### src/sptp_pkg.sv
// Package of constants, level codes and carriers for the supply pulse trim programmer.
package sptp_pkg;

  // ==========================================================================
  // Bus map
  localparam logic [7:0] SPTP_CTRL_OFF = 8'h00;
  localparam logic [7:0] SPTP_VALUE_OFF = 8'h04;
  localparam logic [7:0] SPTP_STATUS_OFF = 8'h08;

  localparam int CTRL_START_BIT = 0;
  localparam int CTRL_PERM_BIT = 1;
  localparam int CTRL_LOCK_BIT = 2;
  localparam int CTRL_CLEAR_BIT = 3;
  localparam int CTRL_POWER_BIT = 4;
  localparam int STAT_BUSY_BIT = 0;
  localparam int STAT_DONE_BIT = 1;
  localparam int STAT_LOCKED_BIT = 2;
  localparam int STAT_LEVEL_LSB = 4;
  localparam int STAT_STATE_LSB = 8;

  localparam logic [4:0] VALUE_RESET = 5'h00;
  localparam logic POWER_RESET = 1'b0;

  // ==========================================================================
  // Trim layout
  localparam int TRIM_BITS = 5;
  localparam int ADDR_W = 6;
  localparam int KEY_PULSES = 3;
  localparam logic [ADDR_W-1:0] LOCK_ADDR = 6'h20;
  localparam logic [ADDR_W-1:0] KEY_MID_IDX = 6'h01;

  // ==========================================================================
  // Timing
  localparam int CLK_MHZ = 100;
  localparam int PULSE_US = 20;
  localparam int GAP_US = 20;
  localparam int FUSE_MIN_US = 100;
  localparam int FUSE_TYP_US = 300;
  localparam int ZERO_US = 100;
  localparam int TMR_W = 20;
  localparam logic [TMR_W-1:0] PULSE_CYC = TMR_W'(PULSE_US * CLK_MHZ);
  localparam logic [TMR_W-1:0] GAP_CYC = TMR_W'(GAP_US * CLK_MHZ);
  localparam int FUSE_CYC_DEF = FUSE_TYP_US * CLK_MHZ;
  localparam int ZERO_CYC_DEF = ZERO_US * CLK_MHZ;

  // ==========================================================================
  // Supply levels driven toward the device
  typedef enum logic [1:0] {
    LVL_ZERO = 2'h0,
    LVL_HOLD = 2'h1,
    LVL_COUNT = 2'h2,
    LVL_KEY_FUSE = 2'h3
  } sptp_level_t;

  typedef enum logic [2:0] {
    ST_OFF = 3'h0,
    ST_HOLD = 3'h1,
    ST_SETTLE = 3'h2,
    ST_PULSE = 3'h3,
    ST_GAP = 3'h4,
    ST_FUSE = 3'h5,
    ST_ZERO = 3'h6
  } sptp_state_t;

  // ==========================================================================
  // Carriers
  typedef struct packed {
    logic [TRIM_BITS-1:0] value;
    logic perm;
    logic lock;
    logic power;
  } sptp_cfg_t;

  typedef struct packed {
    logic start;
    logic clear;
    logic done_clr;
  } sptp_cmd_t;

  typedef struct packed {
    logic busy;
    logic done;
    logic locked;
    sptp_level_t level;
    sptp_state_t state;
  } sptp_stat_t;

endpackage : sptp_pkg

### src/sptp_ahb_regs.sv
// AHB-Lite slave holding the programmer's control, value and status registers.
`timescale 1ns/1ps
module sptp_ahb_regs
  import sptp_pkg::*;
(
  input wire logic hclk,
  input wire logic hreset_n,
  input wire logic hsel,
  input wire logic [31:0] haddr,
  input wire logic [1:0] htrans,
  input wire logic hwrite,
  input wire logic [2:0] hsize,
  input wire logic [31:0] hwdata,
  input wire logic hready,
  output logic hreadyout,
  output logic hresp,
  output logic [31:0] hrdata,
  output sptp_cfg_t cfg,
  output sptp_cmd_t cmd,
  input wire sptp_stat_t stat
);

  // ==========================================================================
  // Address phase capture
  logic wr_pend_r;
  logic wr_pend_nxt;
  logic [7:0] wr_addr_r;
  logic [7:0] wr_addr_nxt;
  logic [31:0] hrdata_r;
  logic [31:0] hrdata_nxt;
  sptp_cfg_t cfg_r;
  sptp_cfg_t cfg_nxt;
  sptp_cmd_t cmd_r;
  sptp_cmd_t cmd_nxt;
  logic take;

  // Every transfer finishes without wait states, so the read word is fetched
  // in the address phase and registered for the data phase.
  assign take = hsel & htrans[1] & hready;
  assign hreadyout = 1'b1;
  assign hresp = 1'b0;
  assign hrdata = hrdata_r;
  assign cfg = cfg_r;
  // Commands are registered in the same cycle as the settings, so a start written together
  // with new mode bits already sees those bits in the settings.
  assign cmd = cmd_r;

  always_comb
  begin
    wr_pend_nxt = take & hwrite & (hsize == 3'h2);
    wr_addr_nxt = take ? haddr[7:0] : wr_addr_r;
    hrdata_nxt = hrdata_r;
    if (take && !hwrite)
    begin
      hrdata_nxt = 32'h00000000;
      case (haddr[7:0])
        SPTP_CTRL_OFF:
        begin
          hrdata_nxt[CTRL_PERM_BIT] = cfg_r.perm;
          hrdata_nxt[CTRL_LOCK_BIT] = cfg_r.lock;
          hrdata_nxt[CTRL_POWER_BIT] = cfg_r.power;
        end
        SPTP_VALUE_OFF: hrdata_nxt[TRIM_BITS-1:0] = cfg_r.value;
        SPTP_STATUS_OFF:
        begin
          hrdata_nxt[STAT_BUSY_BIT] = stat.busy;
          hrdata_nxt[STAT_DONE_BIT] = stat.done;
          hrdata_nxt[STAT_LOCKED_BIT] = stat.locked;
          hrdata_nxt[STAT_LEVEL_LSB +: 2] = stat.level;
          hrdata_nxt[STAT_STATE_LSB +: 3] = stat.state;
        end
        default: hrdata_nxt = 32'h00000000;
      endcase
    end
    cfg_nxt = cfg_r;
    cmd_nxt = '0;
    if (wr_pend_r)
    begin
      case (wr_addr_r)
        SPTP_CTRL_OFF:
        begin
          cfg_nxt.perm = hwdata[CTRL_PERM_BIT];
          cfg_nxt.lock = hwdata[CTRL_LOCK_BIT];
          cfg_nxt.power = hwdata[CTRL_POWER_BIT];
          cmd_nxt.start = hwdata[CTRL_START_BIT];
          cmd_nxt.clear = hwdata[CTRL_CLEAR_BIT];
        end
        SPTP_VALUE_OFF: cfg_nxt.value = hwdata[TRIM_BITS-1:0];
        SPTP_STATUS_OFF: cmd_nxt.done_clr = hwdata[STAT_DONE_BIT];
        default: cfg_nxt = cfg_r;
      endcase
    end
  end

  always_ff @(posedge hclk)
  begin
    if (!hreset_n)
    begin
      wr_pend_r <= 1'b0;
      wr_addr_r <= 8'h00;
      hrdata_r <= 32'h00000000;
      cfg_r <= '{value: VALUE_RESET, perm: 1'b0, lock: 1'b0, power: POWER_RESET};
      cmd_r <= '0;
    end
    else
    begin
      wr_pend_r <= wr_pend_nxt;
      wr_addr_r <= wr_addr_nxt;
      hrdata_r <= hrdata_nxt;
      cfg_r <= cfg_nxt;
      cmd_r <= cmd_nxt;
    end
  end

endmodule : sptp_ahb_regs

### src/sptp_programmer.sv
// Supply pulse programmer that drives the sensor's supply levels to trim its switchpoint.
`timescale 1ns/1ps
// Notes on behaviour
// RULE1: Trim is five bitfields encoding one of 31 operate steps.
// RULE2: Each mid-level pulse advances the device address counter by one.
// RULE3: Short high pulse separates groups; long high pulse blows the addressed fuse.
// RULE4: Supply at zero clears the device trim and programming state.
// RULE5: Every key or address pulse and every low gap lasts 20 us or more.
// RULE6: Fuse pulse lasts at least 100 us, typically 300 us.
// RULE7: One sequence per set bitfield, with supply brought to zero between sequences.
// RULE8: Trial and permanent sequences match except the final long fuse pulse.
// RULE9: Sequence order is enable key, address pulses, then optional fuse pulse.
// RULE10: Zero between permanent sequences; low level between trial sequences.
// RULE11: A blown bitfield fuse keeps that bitfield at one forever.
// RULE12: Unset bitfields read as zero.
// RULE13: Never blow the fuse of a zero bitfield.
// RULE14: A trial sends the whole value as one address count.
// RULE15: Permanent value splits into one bits; address k weighs two to k minus one.
// RULE16: Addressing opens only after short high, mid, short high key.
// RULE17: Mid pulses after the key count as the target address.
// RULE18: Lock bit is address 32, fused last with the permanent procedure.
// RULE19: After the lock fuse the device ignores all programming.
// RULE20: Release threshold follows operate threshold by a fixed hysteresis.
// RULE21: Before lock, trial trims may be cleared and set again freely.
// RULE22: Device sorts supply into zero, low, mid, high bands and times them.
// RULE23: Device drops a partial key or address on any stray pattern.
module sptp_programmer
  import sptp_pkg::*;
#(
  parameter int FUSE_CYC = FUSE_CYC_DEF,
  parameter int ZERO_CYC = ZERO_CYC_DEF
)
(
  input wire logic SYS_CLK,
  input wire logic RST_N,
  input wire logic HSEL,
  input wire logic [31:0] HADDR,
  input wire logic [1:0] HTRANS,
  input wire logic HWRITE,
  input wire logic [2:0] HSIZE,
  input wire logic [31:0] HWDATA,
  input wire logic HREADY,
  output logic HREADYOUT,
  output logic HRESP,
  output logic [31:0] HRDATA,
  output logic [1:0] SUPPLY_LEVEL,
  output logic BUSY
);

  // ==========================================================================
  // Helpers
  localparam logic [TMR_W-1:0] FUSE_LEN = TMR_W'(FUSE_CYC);
  localparam logic [TMR_W-1:0] ZERO_LEN = TMR_W'(ZERO_CYC);
  localparam logic [TMR_W-1:0] FUSE_FLOOR = TMR_W'(FUSE_MIN_US * CLK_MHZ);
  // A fuse pulse shorter than the floor would leave a bitfield half blown.
  localparam logic [TMR_W-1:0] FUSE_USE = (FUSE_LEN < FUSE_FLOOR) ? FUSE_FLOOR : FUSE_LEN;

  // Address of the lowest one bit still to be fused; address k has weight 2^(k-1).
  function automatic logic [ADDR_W-1:0] low_addr(input logic [TRIM_BITS-1:0] mask);
    logic [ADDR_W-1:0] a;
    a = '0;
    for (int i = TRIM_BITS - 1; i >= 0; i--)
    begin
      if (mask[i])
      begin
        a = ADDR_W'(i + 1);
      end
    end
    return a;
  endfunction : low_addr

  function automatic logic [TRIM_BITS-1:0] drop_addr(input logic [TRIM_BITS-1:0] mask,
                                                     input logic [ADDR_W-1:0] addr);
    logic [TRIM_BITS-1:0] m;
    m = mask;
    for (int i = 0; i < TRIM_BITS; i++)
    begin
      if (ADDR_W'(i + 1) == addr)
      begin
        m[i] = 1'b0;
      end
    end
    return m;
  endfunction : drop_addr

  // ==========================================================================
  // Register slave
  sptp_cfg_t cfg;
  sptp_cmd_t cmd;
  sptp_stat_t stat;

  sptp_ahb_regs u_regs (
    .hclk(SYS_CLK),
    .hreset_n(RST_N),
    .hsel(HSEL),
    .haddr(HADDR),
    .htrans(HTRANS),
    .hwrite(HWRITE),
    .hsize(HSIZE),
    .hwdata(HWDATA),
    .hready(HREADY),
    .hreadyout(HREADYOUT),
    .hresp(HRESP),
    .hrdata(HRDATA),
    .cfg(cfg),
    .cmd(cmd),
    .stat(stat)
  );

  // ==========================================================================
  // Sequencer state
  sptp_state_t state_r;
  sptp_state_t state_nxt;
  sptp_level_t level_r;
  sptp_level_t level_nxt;
  logic [TMR_W-1:0] tmr_r;
  logic [TMR_W-1:0] tmr_nxt;
  logic [ADDR_W-1:0] pulse_r;
  logic [ADDR_W-1:0] pulse_nxt;
  logic [ADDR_W-1:0] addr_r;
  logic [ADDR_W-1:0] addr_nxt;
  logic [TRIM_BITS-1:0] left_r;
  logic [TRIM_BITS-1:0] left_nxt;
  logic perm_r;
  logic perm_nxt;
  logic lock_r;
  logic lock_nxt;
  logic done_r;
  logic done_nxt;
  logic locked_r;
  logic locked_nxt;
  logic tmr_end;
  logic idle;
  logic job_end;
  logic [ADDR_W-1:0] pulse_total;

  assign tmr_end = (tmr_r == '0);
  assign idle = (state_r == ST_OFF) || (state_r == ST_HOLD);
  assign pulse_total = ADDR_W'(KEY_PULSES) + addr_r; // RULE9
  assign SUPPLY_LEVEL = level_r;
  assign BUSY = !idle;
  assign stat = '{busy: !idle, done: done_r, locked: locked_r, level: level_r, state: state_r};

  always_comb
  begin
    state_nxt = state_r;
    level_nxt = level_r;
    tmr_nxt = tmr_end ? tmr_r : tmr_r - TMR_W'(1);
    pulse_nxt = pulse_r;
    addr_nxt = addr_r;
    left_nxt = left_r;
    perm_nxt = perm_r;
    lock_nxt = lock_r;
    locked_nxt = locked_r;
    job_end = 1'b0;
    case (state_r)
      ST_OFF, ST_HOLD:
      begin
        // Idle supply follows the power bit; low keeps trial bitfields alive.
        level_nxt = cfg.power ? LVL_HOLD : LVL_ZERO; // RULE10
        state_nxt = cfg.power ? ST_HOLD : ST_OFF;
        if (cmd.clear)
        begin
          // Dropping to zero wipes trial trims so a new trial can start.
          level_nxt = LVL_ZERO; // RULE4 RULE21
          tmr_nxt = ZERO_LEN;
          left_nxt = '0;
          perm_nxt = 1'b0;
          state_nxt = ST_ZERO;
        end
        else if (cmd.start)
        begin
          perm_nxt = cfg.perm | cfg.lock; // RULE8
          lock_nxt = cfg.lock;
          pulse_nxt = '0;
          if (cfg.lock)
          begin
            addr_nxt = LOCK_ADDR; // RULE18
            left_nxt = '0;
          end
          else if (cfg.perm)
          begin
            // Only one bits are addressed, so zero bitfields never see a fuse pulse.
            addr_nxt = low_addr(cfg.value); // RULE13 RULE15
            left_nxt = drop_addr(cfg.value, low_addr(cfg.value)); // RULE7
          end
          else
          begin
            addr_nxt = ADDR_W'(cfg.value); // RULE14 RULE1
            left_nxt = '0;
          end
          if (cfg.perm && !cfg.lock && (cfg.value == '0))
          begin
            job_end = 1'b1;
          end
          else
          begin
            level_nxt = LVL_HOLD;
            tmr_nxt = GAP_CYC; // RULE5
            state_nxt = ST_SETTLE;
          end
        end
      end
      ST_SETTLE:
      begin
        if (tmr_end)
        begin
          level_nxt = LVL_KEY_FUSE; // RULE16
          tmr_nxt = PULSE_CYC; // RULE5
          state_nxt = ST_PULSE;
        end
      end
      ST_PULSE:
      begin
        if (tmr_end)
        begin
          pulse_nxt = pulse_r + ADDR_W'(1);
          level_nxt = LVL_HOLD;
          tmr_nxt = GAP_CYC; // RULE5
          state_nxt = ST_GAP;
        end
      end
      ST_GAP:
      begin
        if (tmr_end)
        begin
          if (pulse_r != pulse_total)
          begin
            // Key is high, mid, high; every later pulse is a mid address count.
            level_nxt = (pulse_r == KEY_MID_IDX) || (pulse_r >= ADDR_W'(KEY_PULSES)) ?
                        LVL_COUNT : LVL_KEY_FUSE; // RULE2 RULE16 RULE17
            tmr_nxt = PULSE_CYC;
            state_nxt = ST_PULSE;
          end
          else if (perm_r)
          begin
            level_nxt = LVL_KEY_FUSE; // RULE3 RULE11
            tmr_nxt = FUSE_USE; // RULE6
            state_nxt = ST_FUSE;
          end
          else
          begin
            // Trial finished; supply goes to low and stays there while the power bit is set, so the setting is retained.
            level_nxt = LVL_HOLD; // RULE10 RULE21
            state_nxt = ST_HOLD;
            job_end = 1'b1;
          end
        end
      end
      ST_FUSE:
      begin
        if (tmr_end)
        begin
          level_nxt = LVL_ZERO; // RULE10
          tmr_nxt = ZERO_LEN;
          state_nxt = ST_ZERO;
          if (lock_r)
          begin
            locked_nxt = 1'b1; // RULE19
          end
        end
      end
      ST_ZERO:
      begin
        if (tmr_end)
        begin
          if (left_r != '0)
          begin
            addr_nxt = low_addr(left_r); // RULE15
            left_nxt = drop_addr(left_r, low_addr(left_r));
            pulse_nxt = '0;
            level_nxt = LVL_HOLD;
            tmr_nxt = GAP_CYC;
            state_nxt = ST_SETTLE;
          end
          else
          begin
            level_nxt = cfg.power ? LVL_HOLD : LVL_ZERO;
            state_nxt = cfg.power ? ST_HOLD : ST_OFF;
            job_end = perm_r;
          end
        end
      end
      default:
      begin
        level_nxt = LVL_ZERO;
        state_nxt = ST_OFF;
      end
    endcase
    // A job ending in the same cycle as a clear of the flag still reports done.
    done_nxt = job_end | (done_r & !cmd.done_clr);
  end

  always_ff @(posedge SYS_CLK)
  begin
    if (!RST_N)
    begin
      state_r <= ST_OFF;
      level_r <= LVL_ZERO;
      tmr_r <= '0;
      pulse_r <= '0;
      addr_r <= '0;
      left_r <= '0;
      perm_r <= 1'b0;
      lock_r <= 1'b0;
      done_r <= 1'b0;
      locked_r <= 1'b0;
    end
    else
    begin
      state_r <= state_nxt;
      level_r <= level_nxt;
      tmr_r <= tmr_nxt;
      pulse_r <= pulse_nxt;
      addr_r <= addr_nxt;
      left_r <= left_nxt;
      perm_r <= perm_nxt;
      lock_r <= lock_nxt;
      done_r <= done_nxt;
      locked_r <= locked_nxt;
    end
  end

endmodule : sptp_programmer

### config.mk
export PLATFORM = sky130hd
export DESIGN_NAME = sptp_programmer
export DESIGN_NICKNAME = d
export VERILOG_FILES = /design/src/sptp_pkg.sv /design/src/sptp_ahb_regs.sv /design/src/sptp_programmer.sv
export SDC_FILE = /design/constraint.sdc
export NUM_CORES = 1
export LEC_CHECK = 0
export ABC_CLOCK_PERIOD_IN_PS = 3990
export CAP_MARGIN = 10
export CORE_MARGIN = 10
export CORE_UTILIZATION = 40
export CTS_CLUSTER_DIAMETER = 150
export DETAILED_ROUTE_END_ITERATION = 8
export DONT_BUFFER_PORTS = 1
export PLACE_DENSITY = 0.6
export SYNTH_ARGS = -nofsm -noshare
export SYNTH_HDL_FRONTEND = slang
export SYNTH_SLANG_ARGS = --single-unit
### constraint.sdc
create_clock -name SYS_CLK -period 3.99 [get_ports SYS_CLK]
set_input_delay 0.399 -clock SYS_CLK [delete_from_list [all_inputs] [get_ports SYS_CLK]]
set_output_delay 0.399 -clock SYS_CLK [all_outputs]
set_load 0.03 [all_outputs]
* After elaboration in Yosys (flattened, before gate mapping)
Index checks and enable logic that the tools add are counted.
** Cells by class
- $add $sub $neg :: 3
- Multiply operators :: 0
- Div/mod/pow operators :: 0
- $lt $le $gt $ge :: 1
- Eq/ne operators :: 37
- Shift operators :: 0
- Mux-type cells :: 102
- Bitwise logic cells :: 8
- Reductions and logical operators :: 35
** Operators by type and width (number)
- 20-bit 2-to-1 mux :: 11
- 6-bit 2-to-1 mux :: 25
- 20-bit case mux with 5 select lines :: 1
- 5-bit AND reduction :: 7
- 3-bit 2-to-1 mux :: 11
- 5-bit 2-to-1 mux :: 6
- 1-bit 2-to-1 mux :: 29
- 2-bit by 6-bit == test with 1-bit output, first input constant :: 4
- 3-bit by 6-bit == test with 1-bit output, first input constant :: 4
- 2-bit != test, second input constant :: 12
- 20-bit zero test :: 1
- 2-bit 2-to-1 mux :: 10
- 20-bit by 1-bit subtractor with 20-bit output, second input constant :: 1
- 3-bit case mux with 6 select lines :: 1
- 6-bit case mux with 3 select lines :: 1
- 8-bit by 3-bit == test with 1-bit output, second input constant :: 2
- 8-bit by 4-bit == test with 1-bit output, second input constant :: 2
- 8-bit zero test :: 2
- 1-bit by 6-bit == test with 1-bit output, first input constant :: 2
- 2-bit case mux with 6 select lines :: 1
- 6-bit case mux with 2 select lines :: 1
- 3-bit AND reduction :: 4
- 5-bit case mux with 2 select lines :: 1
- 3-bit by 2-bit == test with 1-bit output, second input constant :: 3
- 26 further kinds :: 44
** Storage, ports and cells
- Bits in registers :: 75
- Bits in latches :: 0
- Bits in writable memories :: 0
- Memory bits (read-only) :: 0
- Bits of input ports :: 74
- Logic and storage cells :: 210
- Memories kept :: 0

* Depth between registers and ports, before layout
- Word-level depth :: 17
- Depth in mapped cells :: 11

* By module
Synthesis repeated with hierarchy kept, for this count alone.
** Second synthesis, totals
- Cell total of the unflattened synthesis :: 520
- Area total of the unflattened synthesis :: 4271.6 µm²
** By module, submodules not included
- sptp_programmer :: instances 1, cells each 369, area an instance 2874.0 µm², sequential area each 920.9 µm²
- sptp_ahb_regs :: instances 1, cells each 151, area an instance 1397.6 µm², sequential area each 580.6 µm²

* Worst setup path after synthesis
OpenSTA, ideal clock, no wires.
- Path type :: flip-flop to flip-flop
- Start :: register tmr_r[3]
- End :: register tmr_r[0]
- Library setup time :: 0.124 ns
- Arrival :: 2.281 ns
- Path slack :: 1.585 ns
- Stages on the path, launching flop included :: 11
- Path buffers :: 2
- Clock period less this slack :: 2.405 ns
- Cells stage by stage :: dfxtp_1 > or3_4 > nor4_1 > and3_1 > buf_2 > clkinv_1 > clkbuf_1 > ha_1 > nor2_1 > o21ai_0 > o21ai_0
** Between the ends
- Word-level cells in the longest chain between the ends :: 6
- Elaborated cells on any way between the ends :: 13
- Those cells by class :: 12 x mux; 1 x reduce/logical
** Ends and longest elaborated chain
- start, declared :: line sptp_programmer.sv:116 : logic [TMR_W-1:0] tmr_r;
- start signal, assigned :: line sptp_programmer.sv:313 : tmr_r <= tmr_nxt;
- 20-bit zero test (*) :: line sptp_programmer.sv:137 : assign tmr_end = (tmr_r == '0);
- 20-bit 2-to-1 mux :: line sptp_programmer.sv:148 : tmr_nxt = tmr_end ? tmr_r : tmr_r - TMR_W'(1);
- 20-bit 2-to-1 mux, on equally long branches :: line sptp_programmer.sv:235, sptp_programmer.sv:192
- 20-bit 2-to-1 mux, on equally long branches :: line sptp_programmer.sv:227, sptp_programmer.sv:171
- 20-bit 2-to-1 mux, on equally long branches :: line sptp_programmer.sv:225, sptp_programmer.sv:162
- 20-bit case mux with 5 select lines (*) :: line sptp_programmer.sv:156 : case (state_r)
Mark *: on every way between the ends. The rest lies on a longest branch, timed or not.
A chain may end at the register's enable or synchronous reset.

* Final worst setup path
- Start :: register tmr_r[3]
- End :: register addr_r[0]
** Between the ends
- Word-level cells in the longest chain between the ends :: 3
** Ends and longest elaborated chain
- 20-bit zero test :: line sptp_programmer.sv:137
- 2-bit != test (no line)
- 5-bit AND reduction (no line)
- end signal, assigned :: line sptp_programmer.sv:315 : addr_r <= addr_nxt;
- end, declared :: line sptp_programmer.sv:120 : logic [ADDR_W-1:0] addr_r;
Every way passes these cells.

==> flow_summary.json <==
{
  "io_pins": 111,
  "power_density_nw_per_um2": 623,
  "stdcell_count": 644,
  "cp.buffers_inverters": 1,
  "start_util_pct": 40.5,
  "regArea_sq_um": 1500,
  "rows": 37,
  "ys_types": 67,
  "p_sw_mw": 1.09,
  "drv_slew": 0,
  "fin_tns_setup_ps": 0,
  "fin_ws_ps": 906,
  "synthTopCellsByArea": "dfxtp_1 (36%), nor2_1 (5.5%), a21oi_1 (5.1%), buf_4 (4.9%), nand2_1 (4.3%)",
  "p_seq_share_pct": 37.0,
  "yosysTopAreaCell": "dfxtp_1",
  "path_cells": "or3_4 > nor4_1 > and3_1 > clkinv_1 > o21ai_0 > o211a_1 > a211oi_1",
  "slowest_stage": "clkinv_1",
  "first_pass_iters": 5,
  "required_ps": 4180,
  "synth_flop_cell": "dfxtp_1",
  "numCtsBuffers": 9,
  "port-buffer-count": 0,
  "finalCriticalPeriod_ps": 3080,
  "multi_input_area_sq_um": 2360,
  "clock-sinks": 75,
  "min_path_type": "primary input to flip-flop",
  "clkTransAtPathRegs_ps": 90,
  "grt_overflow": 0,
  "grt_pass1_wl_mm": 17.4,
  "syn_area_per_cell_sq_um": 7.98,
  "arrival_ps": 3280,
  "place_inst": 628,
  "hold_viol_final": 0,
  "drive_gt1_share_pct": 6.30,
  "endpoint_kind": "flip-flop",
  "die_w_microns": 122,
  "cts-htree-levels": 3,
  "cp_top_family": "simple AND/OR/NAND/NOR gates",
  "critPathLaunchType": "flip-flop",
  "filler_cell_count": 1074,
  "synth_top_area_share_pct": 36.4,
  "status": "complete, no violations",
  "place_congestion": 0.933,
  "place_ws_ps": 957,
  "setup_viol": 0,
  "hpwl_mm": 7.89,
  "postCtsResizedCells": 0,
  "finalNetCount": 583,
  "crit_type": "flip-flop to flip-flop",
  "die_h_microns": 122,
  "cts-root-buf": "clkbuf_8",
  "relSlewSlack_pct": 32.1,
  "synth-edff-count": 0,
  "vdd_drop_max_uv": 306,
  "routed_wl_mm": 10.7,
  "via_count": 3659,
  "power_frac_comb_pct": 38.8,
  "antenna_found_initial": 0,
  "max_freq_mhz": 324,
  "tightestPinTransition_ps": 1020,
  "post-route-period-util_pct": 77.3,
  "fin_skew_ps": 11.6,
  "grt_max_degree": 32,
  "ant_nets": 0,
  "first_global_vias": 3542,
  "clkLatencyLatePin_ps": 350,
  "drcViolationCount": 0,
  "yosysWarnings": 0,
  "swShare_pct": 40.4,
  "clock_path_buffers": 2,
  "ys_seq_elements": 75,
  "cts_tree": "yes",
  "maxCapViolations": 0,
  "wl_per_cell_microns": 16.6,
  "routed_via_density": 5.68,
  "syn_to_final_growth_pct": 4.76,
  "synthesis.instances": 517,
  "critical_path.max_stage_delay_ps": 560,
  "die-area_sq_um": 14800,
  "post_cts_buffers": 0,
  "drtIter0Drc": 292,
  "rsz0062_at_grt": "no",
  "cts_hold_buffers": 0,
  "track_usage_pct": 14.3,
  "syn_area_sq_um": 4130,
  "synth-seq-area-share_pct": 36.4,
  "p_int_mw": 1.60,
  "async_reset_ff_share_pct": 0,
  "diodes": 0,
  "p_clk_share_pct": 24.3,
  "p_leak_nw": 1.55,
  "cp_max_fo": 18,
  "core_area_sq_um": 10200
}
-- cell usage after synthesis, drive strengths merged (2+ instances only) --
| library cell | n |
|---|---|
| a222oi | 4 |
| and3 | 7 |
| xnor2 | 18 |
| a31oi | 4 |
| or2 | 4 |
| ha | 6 |
| nand3 | 15 |
| o22ai | 3 |
| o211ai | 6 |
| o21a | 3 |
| nor2b | 6 |
| o2bb2ai | 2 |
| xor2 | 6 |
| dfxtp | 75 |
| o2111ai | 5 |
| inv | 16 |
| clkbuf | 18 |
| nand2b | 2 |
| a21oi | 42 |
| mux2i | 9 |
| nor4 | 13 |
| nand2 | 47 |
| a22oi | 6 |
| nand4b | 2 |
| and2 | 2 |
| o31ai | 6 |
| nor3 | 18 |
| nor2 | 61 |
| a2111oi | 2 |
| a211oi | 7 |
| or3 | 11 |
| o21ai | 20 |
| conb | 2 |
| nor3b | 5 |
| buf | 32 |
| or4 | 8 |
| mux2 | 3 |
-- cells in the final DEF, fill, tap and decap left out, types with 6 or more instances in the layout --
cell and count:
nor3_1 18, xnor2_1 18, a211oi_1 7, conb_1 25, xor2_1 6, a21oi_1 42, dfxtp_1 75, inv_1 16
nand3_1 15, ha_1 6, mux2i_1 9, nor2_1 60, a22oi_1 6, o31ai_1 6, nor2b_1 6, o211ai_1 6
and3_1 7, clkbuf_8 9, nor4_1 13, or3_1 10, nand2_1 47, o21ai_0 19
-- flip-flops by register name, indices dropped and copies added (netlist names), 2 cells and up --
register,flops
SUPPLY_LEVEL,2
addr_r,6
left_r,5
pulse_r,6
state_r,3
tmr_r,20
u_regs.cfg,8
u_regs.cmd,3
u_regs.hrdata,9
u_regs.wr_addr_r,8
-- worst reg2reg max path: stages, from the launching register on --
cell	delay, ps
dfxtp_1	360
or3_4	420
nor4_1	320
and3_1	490
clkinv_1	560
o21ai_0	500
o211a_1	220
a211oi_1	50
-- area by class of cell --
cell class                 count  share of cell area (%)
multi-input combinational    398                    54.5
tap                          136                    3.94
inverter                      17                    1.48
clock inverter                 6                    2.08
sequential                    75                    34.7
clock buffer                  10                    2.95
timing repair buffer           2                   0.347
-- routing by layer --
layer / part of all wire [%] / track usage, % / wire length [microns] / up-vias
met2: 45 / 21.9 / 4840 / 123
li1: - / - / - / 1781
met4: 2.8 / 6.63 / 297 / 0
met5: 0 / 0 / 0 / -
met1: 44 / 18.0 / 4720 / 1727
met3: 7.7 / 4.21 / 824 / 28
-- final timing paths --
kind,startpoint,end,slack (ps),depth (start not counted)
max reg2reg,tmr_r[3]$_SDFF_PN0_,addr_r[0]$_SDFFE_PN0P_,910,7
min reg2reg,u_regs.wr_addr_r[6]$_SDFFE_PN0P_,u_regs.wr_addr_r[6]$_SDFFE_PN0P_,460,2
min,HSIZE[2],u_regs.wr_pend_r$_SDFF_PN0_,110,1
max,tmr_r[3]$_SDFF_PN0_,addr_r[0]$_SDFFE_PN0P_,910,7
-- power groups by stage --
stage	Sequential, mW	Combinational [mW]	Clock (mW)
2_1_floorplan	0.932	0.914	0
3_5_place_dp	1.01	1.02	0
4_1_cts	0.989	1.03	0.666
3_3_place_gp	1.00	1.01	0
5_1_grt	1.01	1.15	0.698
6_report	0.995	1.04	0.653
-- kinds of logic after synthesis --
logic type	synth area share, %
adder cells (fa/ha/maj)	1.82
other	0.182
buffers and inverters	8.64
AND/OR/NAND/NOR	24.9
multiplexers	3.00
XOR/XNOR	5.09
flip-flops	36.4
AO/OA/AOI/OAI	20.0
-- stage by stage --
stage | cell area, sq um | hold WS, ps | utilization (%) | power, mW
6_report | 4320 | 114 | 42.5 | 2.69
5_1_grt | 4320 | 94.7 | 42.5 | 2.86
4_1_cts | 4320 | 99.2 | 42.5 | 2.68
3_5_place_dp | 4110 | 450 | 40.3 | 2.03
3_3_place_gp | 4110 | 444 | 40.3 | 2.01
2_1_floorplan | 4210 | 431 | - | 1.85
Note: power is estimated with default switching activity, not from simulation.
